## src/addr_mod_pkg.sv

```systemverilog
// Purpose: shared constants and types of the data memory address modifier
// Assumes: 4-bit system registers at 7-bit addresses, 11-bit data memory address
// Notes: data memory address is {bank[2:0], row[3:0], column[3:0]}
package addr_mod_pkg;

   // system register addresses
   localparam logic [6:0] OFFSET_HIGH_ADDR = 7'h7A;
   localparam logic [6:0] OFFSET_MID_ADDR = 7'h7B;
   localparam logic [6:0] OFFSET_LOW_ADDR = 7'h7C;
   localparam logic [6:0] ROW_PTR_HIGH_ADDR = 7'h7D;
   localparam logic [6:0] ROW_PTR_LOW_ADDR = 7'h7E;
   localparam logic [6:0] FLAG_NIBBLE_ADDR = 7'h7F;

   // field positions inside the nibbles
   localparam int ROW_PTR_EN_BIT = 3;
   localparam int OFFSET_TOP_BIT = 0;
   localparam int WORK_BANK_BIT = 0;
   localparam int BCD_BIT = 0;
   localparam int COMPARE_BIT = 3;
   localparam int CARRY_BIT = 2;
   localparam int ZERO_BIT = 1;
   localparam int OFFSET_EN_BIT = 0;

   // widths
   localparam int DM_ADDR_W = 11;
   localparam int OFFSET_LIVE_W = 9;
   localparam int ROW_PTR_W = 7;

   // reset values
   localparam logic [OFFSET_LIVE_W-1:0] OFFSET_RESET = 9'h000;
   localparam logic [2:0] WORK_ROW_RESET = 3'h0;
   localparam logic NIBBLE_BIT_RESET = 1'b0;
   localparam logic [3:0] READ_ZERO = 4'h0;

   typedef logic [DM_ADDR_W-1:0] dm_addr_t;

   typedef enum logic [2:0] {
      CLS_NONE = 3'b000,
      CLS_MEM = 3'b001,
      CLS_EXEMPT = 3'b010,
      CLS_INDIRECT = 3'b011,
      CLS_OFFSET_INC = 3'b100
   } instr_class_t;

   typedef struct packed {
      logic valid;
      instr_class_t cls;
      dm_addr_t mem_addr;
      dm_addr_t ind_addr;
   } instr_req_t;

   typedef struct packed {
      logic valid;
      dm_addr_t mem_addr;
      dm_addr_t ind_addr;
   } addr_out_t;

   typedef struct packed {
      logic upd_carry;
      logic carry;
      logic upd_zero;
      logic zero;
   } alu_flags_t;

   typedef struct packed {
      logic bcd;
      logic compare;
      logic carry;
      logic zero;
      logic offset_en;
   } status_word_t;

   typedef struct packed {
      logic use_offset;
      logic use_row_ptr;
      logic step_offset;
   } policy_t;

endpackage

```

## src/addr_former.sv

```systemverilog
// Purpose: forms the actual and indirect destination addresses
// Assumes: offset and row pointer values come from the register core
// Notes: purely combinational, adds no cycle of its own
`timescale 1ns/1ps
module addr_former
   import addr_mod_pkg::*;
(
   // instruction addresses
   input wire dm_addr_t mem_addr,
   input wire dm_addr_t ind_addr,
   // modifier state
   input wire dm_addr_t offset,
   input wire logic offset_on,
   input wire logic row_ptr_on,
   // formed addresses
   output dm_addr_t mem_addr_mod,
   output dm_addr_t ind_addr_mod
);

   wire [ROW_PTR_W-1:0] row_ptr = offset[DM_ADDR_W-1:DM_ADDR_W-ROW_PTR_W];

   assign mem_addr_mod = offset_on ? (mem_addr | offset) : mem_addr;
   // bank and row swapped for the pointer, column kept
   assign ind_addr_mod = row_ptr_on ? {row_ptr, ind_addr[DM_ADDR_W-ROW_PTR_W-1:0]}
                                    : ind_addr;

endmodule

```

## src/data_memory_address_modifier.sv

```systemverilog
// Purpose: index/row-pointer address modification, working-row pointer, status word
// Assumes: RST_N is asserted for power-on, clock-stop and chip-enable resets alike
// Notes: instruction answer is registered one clock after the request
//
// How it works
// - actual address is instruction address OR offset
// - offset applied only while offset enable set
// - all data memory instructions take offset modification
// - listed control instructions are exempt from offset
// - indirect transfers swap bank/row for row pointer
// - row pointer substitution only while its enable set
// - row pointer touches only indirect transfer instructions
// - offset increment adds one, wraps 1FFH to 000H
// - working-row pointer from 7DH bit0, 7EH bits3..1
// - upper bit picks bank, lower three bits row
// - 7EH bit0 is decimal flag; software preserves it
// - five flags: decimal, compare, carry, zero, offset enable
// - every reset clears pointer and all flags
// - offset is 9 bits over 7AH..7CH, enable 7FH bit0
// - row pointer is upper offset bits, enable 7AH bit3
// - fixed-zero bits ignore writes and read zero
`timescale 1ns/1ps
module data_memory_address_modifier
   import addr_mod_pkg::*;
(
   // clock and reset
   input wire logic CLK,
   input wire logic RST_N,
   // system register port
   input wire logic [6:0] REG_ADDR,
   input wire logic [3:0] REG_WDATA,
   input wire logic REG_WR,
   input wire logic REG_RD,
   output logic [3:0] REG_RDATA,
   // instruction request from decoder
   input wire instr_req_t INSTR,
   // flag results from the alu
   input wire alu_flags_t ALU,
   // modified addresses to data memory
   output addr_out_t ADDR_OUT,
   // working register row
   output logic WORK_BANK,
   output logic [2:0] WORK_ROW,
   // status word
   output status_word_t STATUS
);

   ////////////////////////////////////////////////////////////////////////////
   // state

   // offset and row pointer enable
   logic [OFFSET_LIVE_W-1:0] offset_r;
   logic [OFFSET_LIVE_W-1:0] offset_nxt;
   logic row_ptr_en_r;
   logic row_ptr_en_nxt;

   // working-row pointer
   logic work_bank_r;
   logic work_bank_nxt;
   logic [2:0] work_row_r;
   logic [2:0] work_row_nxt;

   // status word flags
   logic bcd_r;
   logic bcd_nxt;
   logic compare_r;
   logic compare_nxt;
   logic carry_r;
   logic carry_nxt;
   logic zero_r;
   logic zero_nxt;
   logic offset_en_r;
   logic offset_en_nxt;

   // bus and instruction answers
   logic [3:0] rdata_r;
   logic [3:0] rdata_nxt;
   addr_out_t addr_out_r;
   addr_out_t addr_out_nxt;

   ////////////////////////////////////////////////////////////////////////////
   // register decode

   // strobe qualified by one nibble address; unmapped addresses match nothing
   function automatic logic strobe_hit(input logic stb, input logic [6:0] a, input logic [6:0] target);
      return stb && (a == target);
   endfunction

   wire wr_ofs_high = strobe_hit(REG_WR, REG_ADDR, OFFSET_HIGH_ADDR);
   wire wr_ofs_mid = strobe_hit(REG_WR, REG_ADDR, OFFSET_MID_ADDR);
   wire wr_ofs_low = strobe_hit(REG_WR, REG_ADDR, OFFSET_LOW_ADDR);
   wire wr_row_high = strobe_hit(REG_WR, REG_ADDR, ROW_PTR_HIGH_ADDR);
   wire wr_row_low = strobe_hit(REG_WR, REG_ADDR, ROW_PTR_LOW_ADDR);
   wire wr_flags = strobe_hit(REG_WR, REG_ADDR, FLAG_NIBBLE_ADDR);

   ////////////////////////////////////////////////////////////////////////////
   // instruction policy and address forming

   policy_t policy;
   dm_addr_t offset_full;
   dm_addr_t mem_addr_mod;
   dm_addr_t ind_addr_mod;

   // class permissions as sorted by the decoder
   instr_policy u_policy (
      .cls(INSTR.cls),
      .policy(policy)
   );

   // upper two offset bits are wired to zero
   assign offset_full = {{(DM_ADDR_W-OFFSET_LIVE_W){1'b0}}, offset_r};

   // gates use flag state of the request edge; a write in the same cycle is not yet seen
   wire offset_on = policy.use_offset && offset_en_r;
   wire row_ptr_on = policy.use_row_ptr && row_ptr_en_r;

   addr_former u_former (
      .mem_addr(INSTR.mem_addr),
      .ind_addr(INSTR.ind_addr),
      .offset(offset_full),
      .offset_on(offset_on),
      .row_ptr_on(row_ptr_on),
      .mem_addr_mod(mem_addr_mod),
      .ind_addr_mod(ind_addr_mod)
   );

   // the increment is an instruction of its own, never an address modifier
   wire step = INSTR.valid && policy.step_offset;
   wire [OFFSET_LIVE_W-1:0] offset_inc = offset_r + 9'h001;

   ////////////////////////////////////////////////////////////////////////////
   // next-state: offset and row pointer

   // only the nine live bits step; the two above them stay tied low
   // a bus write to a nibble overrides the increment in the same cycle
   always_comb begin
      offset_nxt = step ? offset_inc : offset_r;
      if (wr_ofs_high) begin
         offset_nxt[OFFSET_LIVE_W-1] = REG_WDATA[OFFSET_TOP_BIT];
      end
      if (wr_ofs_mid) begin
         offset_nxt[7:4] = REG_WDATA;
      end
      if (wr_ofs_low) begin
         offset_nxt[3:0] = REG_WDATA;
      end
   end

   assign row_ptr_en_nxt = wr_ofs_high ? REG_WDATA[ROW_PTR_EN_BIT] : row_ptr_en_r;

   ////////////////////////////////////////////////////////////////////////////
   // next-state: working-row pointer and status word

   assign work_bank_nxt = wr_row_high ? REG_WDATA[WORK_BANK_BIT] : work_bank_r;
   assign work_row_nxt = wr_row_low ? REG_WDATA[3:1] : work_row_r;
   assign bcd_nxt = wr_row_low ? REG_WDATA[BCD_BIT] : bcd_r;
   assign compare_nxt = wr_flags ? REG_WDATA[COMPARE_BIT] : compare_r;
   assign offset_en_nxt = wr_flags ? REG_WDATA[OFFSET_EN_BIT] : offset_en_r;

   // alu result wins over a bus write in the same cycle
   always_comb begin
      carry_nxt = wr_flags ? REG_WDATA[CARRY_BIT] : carry_r;
      zero_nxt = wr_flags ? REG_WDATA[ZERO_BIT] : zero_r;
      if (ALU.upd_carry) begin
         carry_nxt = ALU.carry;
      end
      if (ALU.upd_zero) begin
         zero_nxt = ALU.zero;
      end
   end

   ////////////////////////////////////////////////////////////////////////////
   // read mux

   // read view of every nibble, fixed-zero bits tied low
   wire [3:0] view_ofs_high = {row_ptr_en_r, 2'b00, offset_r[OFFSET_LIVE_W-1]};
   wire [3:0] view_ofs_mid = offset_r[7:4];
   wire [3:0] view_ofs_low = offset_r[3:0];
   wire [3:0] view_row_high = {3'b000, work_bank_r};
   wire [3:0] view_row_low = {work_row_r, bcd_r};
   wire [3:0] view_flags = {compare_r, carry_r, zero_r, offset_en_r};

   // nothing but a read strobe puts data on the port
   always_comb begin
      rdata_nxt = READ_ZERO;
      if (REG_RD) begin
         case (REG_ADDR)
            OFFSET_HIGH_ADDR: begin
               rdata_nxt = view_ofs_high;
            end
            OFFSET_MID_ADDR: begin
               rdata_nxt = view_ofs_mid;
            end
            OFFSET_LOW_ADDR: begin
               rdata_nxt = view_ofs_low;
            end
            ROW_PTR_HIGH_ADDR: begin
               rdata_nxt = view_row_high;
            end
            ROW_PTR_LOW_ADDR: begin
               rdata_nxt = view_row_low;
            end
            FLAG_NIBBLE_ADDR: begin
               rdata_nxt = view_flags;
            end
            default: begin
               rdata_nxt = READ_ZERO;
            end
         endcase
      end
   end

   ////////////////////////////////////////////////////////////////////////////
   // address answer

   // registered answer lands one clock on, inside the multi-clock instruction cycle
   wire answer_valid = INSTR.valid && (INSTR.cls != CLS_NONE);

   always_comb begin
      addr_out_nxt.valid = answer_valid;
      addr_out_nxt.mem_addr = mem_addr_mod;
      addr_out_nxt.ind_addr = ind_addr_mod;
   end

   ////////////////////////////////////////////////////////////////////////////
   // registers

   // the asynchronous clear stands for power-on, clock-stop and chip-enable resets alike
   // offset and row pointer enable
   always_ff @(posedge CLK or negedge RST_N) begin
      if (!RST_N) begin
         offset_r <= OFFSET_RESET;
         row_ptr_en_r <= NIBBLE_BIT_RESET;
      end else begin
         offset_r <= offset_nxt;
         row_ptr_en_r <= row_ptr_en_nxt;
      end
   end

   // working-row pointer
   always_ff @(posedge CLK or negedge RST_N) begin
      if (!RST_N) begin
         work_bank_r <= NIBBLE_BIT_RESET;
         work_row_r <= WORK_ROW_RESET;
      end else begin
         work_bank_r <= work_bank_nxt;
         work_row_r <= work_row_nxt;
      end
   end

   // status word flags
   always_ff @(posedge CLK or negedge RST_N) begin
      if (!RST_N) begin
         bcd_r <= NIBBLE_BIT_RESET;
         compare_r <= NIBBLE_BIT_RESET;
         carry_r <= NIBBLE_BIT_RESET;
         zero_r <= NIBBLE_BIT_RESET;
         offset_en_r <= NIBBLE_BIT_RESET;
      end else begin
         bcd_r <= bcd_nxt;
         compare_r <= compare_nxt;
         carry_r <= carry_nxt;
         zero_r <= zero_nxt;
         offset_en_r <= offset_en_nxt;
      end
   end

   // read nibble, zero whenever no read was taken
   always_ff @(posedge CLK or negedge RST_N) begin
      if (!RST_N) begin
         rdata_r <= READ_ZERO;
      end else begin
         rdata_r <= rdata_nxt;
      end
   end

   // address answer
   always_ff @(posedge CLK or negedge RST_N) begin
      if (!RST_N) begin
         addr_out_r <= '0;
      end else begin
         addr_out_r <= addr_out_nxt;
      end
   end

   ////////////////////////////////////////////////////////////////////////////
   // outputs

   // every output comes straight from a register
   assign REG_RDATA = rdata_r;
   assign ADDR_OUT = addr_out_r;
   assign WORK_BANK = work_bank_r;
   assign WORK_ROW = work_row_r;
   assign STATUS = '{bcd: bcd_r, compare: compare_r, carry: carry_r, zero: zero_r,
                     offset_en: offset_en_r};

endmodule

```

## src/instr_policy.sv

```systemverilog
// Purpose: which address modifications an instruction class takes
// Assumes: the decoder has already sorted the opcode into a class
// Notes: purely combinational
`timescale 1ns/1ps
module instr_policy
   import addr_mod_pkg::*;
(
   // decoded instruction
   input wire instr_class_t cls,
   // modification permissions
   output policy_t policy
);

   function automatic policy_t classify(input instr_class_t c);
      policy_t p;
      p = '0;
      case (c)
         CLS_MEM: begin
            p.use_offset = 1'b1;
         end
         CLS_INDIRECT: begin
            p.use_offset = 1'b1;
            p.use_row_ptr = 1'b1;
         end
         CLS_OFFSET_INC: begin
            p.step_offset = 1'b1;
         end
         CLS_EXEMPT: begin
            p = '0;
         end
         default: begin
            p = '0;
         end
      endcase
      return p;
   endfunction

   assign policy = classify(cls);

endmodule

```

## config.mk

```make
export PLATFORM = sky130hd
export DESIGN_NAME = data_memory_address_modifier
export DESIGN_NICKNAME = d
export VERILOG_FILES = /design/src/addr_mod_pkg.sv /design/src/addr_former.sv /design/src/data_memory_address_modifier.sv /design/src/instr_policy.sv
export SDC_FILE = /design/constraint.sdc
export NUM_CORES = 1
export LEC_CHECK = 0
export ABC_AREA = 1
export BUFFER_PORTS_ARGS = -buffer_cell sky130_fd_sc_hd__buf_4
export CORE_ASPECT_RATIO = 1.25
export CORE_MARGIN = 2
export CORE_UTILIZATION = 40
export CTS_BUF_LIST = sky130_fd_sc_hd__clkbuf_8
export DETAILED_ROUTE_END_ITERATION = 8
export PLACE_DENSITY_LB_ADDON = 0.25
export SYNTH_ARGS = -nofsm -noshare
export SYNTH_HDL_FRONTEND = slang
export SYNTH_SLANG_ARGS = --single-unit
```

## constraint.sdc

```tcl
create_clock -name CLK -period 1.55 [get_ports CLK]
set_clock_uncertainty 0.05 [all_clocks]
set_input_delay 0.0775 -clock CLK [delete_from_list [all_inputs] [get_ports CLK]]
set_output_delay 0.0775 -clock CLK [all_outputs]
set_load 0.02 [all_outputs]
```

==> qor.txt <==
fin area: 3312 um2
synth cell count leaders: 63 x nand2_1, 46 x dfrtp_1, 36 x inv_1, 29 x nand3_1, 20 x nor2_1
top cells by area, synth: dfrtp_1 51%, nand2_1 11%, nand3_1 6.5%
port buffer count: 80
gr usage total: 18.73%
htree depth: 2
Post-synth EDFFs: 0
met1 Use GR: 21.74%
Net Sw Frac: 30.58%
dpl hpwl: 4.008 mm
synth-to-layout area growth: 47.30%
CTS Buf Count: 5
first-pass GRT wire length: 9.121 mm
Comb power frac: 22.6%
total gr overflow: 0
Synth Register Bits: 46
Clock Tree Buf Depth: 2
# Post-CTS Setup Buffers: 0
Slew headroom: 61.56%
gp weighted congestion: 0.8299
Reg power frac: 49.7%
Clock power frac: 27.7%
First DRT Iteration DRCs: 112
Netlist cell types: 26
post-route ant nets: 0
share of layout cells above drive strength 1: 26.44%
critical path launch point type: register
met2 Usage GRT: 33.81%
crit path time final: 1.390 ns
Worst Path Arrival: 1.54 ns
Starting Density: 41.31%
CP Capture Type: register
Seq. cell area: 1151 um2
Area after DPL: 2867 um2
power per cell area: 889.7 nW/um2
# DRC: 0
CP top delay family: simple AND/OR/NAND/NOR gates
clk slew on worst S/H paths: 0.08 ns
CP peak stage delay: 0.42 ns
multi-input logic area: 884.6 um2
sequential element share of the synthesized area: 51.20%
grt met3 use: 4.028%
WL/cell: 12.25 um
status: finished clean
CTS root buf: clkbuf_8
switching pwr: 0.0009012 W
core area: 5443 um2
final wirelength: 5.465 mm
RSZ-0062 raised after global routing: no
largest area contributor in the netlist: dfrtp_1
die area: 6241 um2
Ys Warns: 0
Worst Hold Class: in2reg
max_cap viols: 0
vias in the first global route: 2114
Filler Cells Inserted: 491
synthesized netlist cell count: 269
Post-synth ARST share: 100.0%
top cell type's share of synthesized area: 51.20%
Final Max Slew Viols: 0
synthesized area: 2248 um2
die span in x: 71.06 um
GRT busiest layer: met2
Vias: 2102
Least-Margin Pin Slew: 0.5766 ns
buffer and inverter count on the worst path: 0
I/O pin count: 81
final setup violation count: 0
VDD IR max: 0.4264 mV
Final Hold Fails: 0
setup TNS: 0 ns
FP Rows: 30
Period Utilization, post-route: 89.65%
CP Data Required Time: 1.70 ns
Post-synth top flop: dfrtp_1
initial antenna violation count: 0
Critical Path, Cell by Cell: ha_1 -> nand2_1 -> nor2_1 -> nand3_1 -> nand3_1 -> nand2_1 -> nand2_1 -> nand2_1
Fmax achieved: 719.6 MHz
final net count: 427
CTS tree: yes
DIE HEIGHT: 87.83 um
most frequent cell after synthesis: nand2_1
Lkg Pwr: 1.691 nW
Mapped Nets: 315
Crit Path Max Fanout: 5
DR pass1 iterations: 4
slowest stage cell, crit path: dfrtp_1
largest net degree at the start of global routing: 47
Crit Path Class: reg2reg
cell mode on critical path: nand2_1
clock latency on the worst-skew pair: 0.30 ns
Int Power: 0.002045 W
Vias/cell: 4.713
clk sinks: 46
syn avg cell area: 8.358 um2
# diodes: 0
through the flow:
stage	worst slack, ns	util (%)	hold WS (ns)	cells	power (W)
finish	0.1604	60.85	0.02084	446	0.002947
global route	0.03597	60.85	0.03537	446	0.003140
CTS	0.1713	60.85	0.01626	446	0.002978
detailed placement	0.1739	52.67	0.07231	404	0.002087
global placement	0.2445	52.67	0.06613	404	0.002075
floorplan	0.3130	-	-0.2681	269	0.001830
sequential cells by signal, summed over array words and instances (netlist names):
name          count
bcd_r             1
compare_r         1
WORK_BANK         1
zero_r            1
REG_RDATA         4
WORK_ROW          3
offset_en_r       1
row_ptr_en_r      1
ADDR_OUT         23
carry_r           1
offset_r          9
path summary, 6_finish.rpt:
check                               end  slack, ns        start  cells after the start
setup reg to reg            offset_r[6]       0.16  offset_r[1]                      8
hold / removal             ADDR_OUT[22]       0.02    INSTR[24]                      3
setup / recovery            offset_r[6]       0.16  offset_r[1]                      8
hold reg to reg               WORK_BANK       0.48    WORK_BANK                      1
max in group asynchronous   offset_en_r       0.79        RST_N                      2
min in group asynchronous   ADDR_OUT[2]       0.26        RST_N                      2
cells in the final DEF, fill, tap and decap left out, drive strengths merged, types with 2 or more instances in the layout:
cell type and instances:
xor2 2, o21ai 24, clkbuf 7, dlygate4sd3 34
nor2 25, a21oi 8, nand4 5, dfrtp 46
nand2 64, o21bai 9, buf 81, inv 38
nor3 2, nand3 33
cells by family (layout without fill, tap and decap cells):
kind of cell / Yosys count / count (layout) / synth area share [%]
flip-flops: 46 / 46 / 51.20
AND/OR/NAND/NOR: 130 / 130 / 27.55
adder cells (fa/ha/maj): 1 / 1 / 0.5564
XOR/XNOR: 2 / 2 / 0.7792
AO/OA/AOI/OAI: 42 / 42 / 10.46
buffers and inverters: 48 / 161 / 9.460
per-layer routing:
layer  routed length (um)  up-vias
met5                    0        -
met4                  109        0
met3                  327        9
met2                 2652       75
met1                 2376      938
li1                     -     1080
worst reg2reg max path: stages, from the launching register on:
cell	delay, ns
dfrtp_1	0.42
ha_1	0.22
nand2_1	0.08
nor2_1	0.18
nand3_1	0.11
nand3_1	0.09
nand2_1	0.06
nand2_1	0.05
nand2_1	0.04
what timing repair did:
item                                   4_1_cts  5_1_grt
setup endpoints to repair                    0        0
hold buffers                                34        0
gates resized for setup                      0        0
endpoints found under the hold margin       77        0
final cells by class:
cell class,count,share of cell area [%]
Tap cell,64,2.418
Inverter,38,4.307
Multi-Input combinational cell,175,26.71
Clock inverter,1,0.2645
Timing Repair Buffer,115,28.64
Clock buffer,7,2.909
Sequential cell,46,34.76
power groups by stage:
stage	Combinational (W)	Clock [W]	Sequential, W
4_1_cts	0.000673	0.000842	0.00146
2_1_floorplan	0.000342	0	0.00149
5_1_grt	0.000752	0.000902	0.00149
6_report	0.000665	0.000817	0.00146
3_5_place_dp	0.000599	0	0.00149
3_3_place_gp	0.000596	0	0.00148
Note: power is estimated with default switching activity, not from simulation.
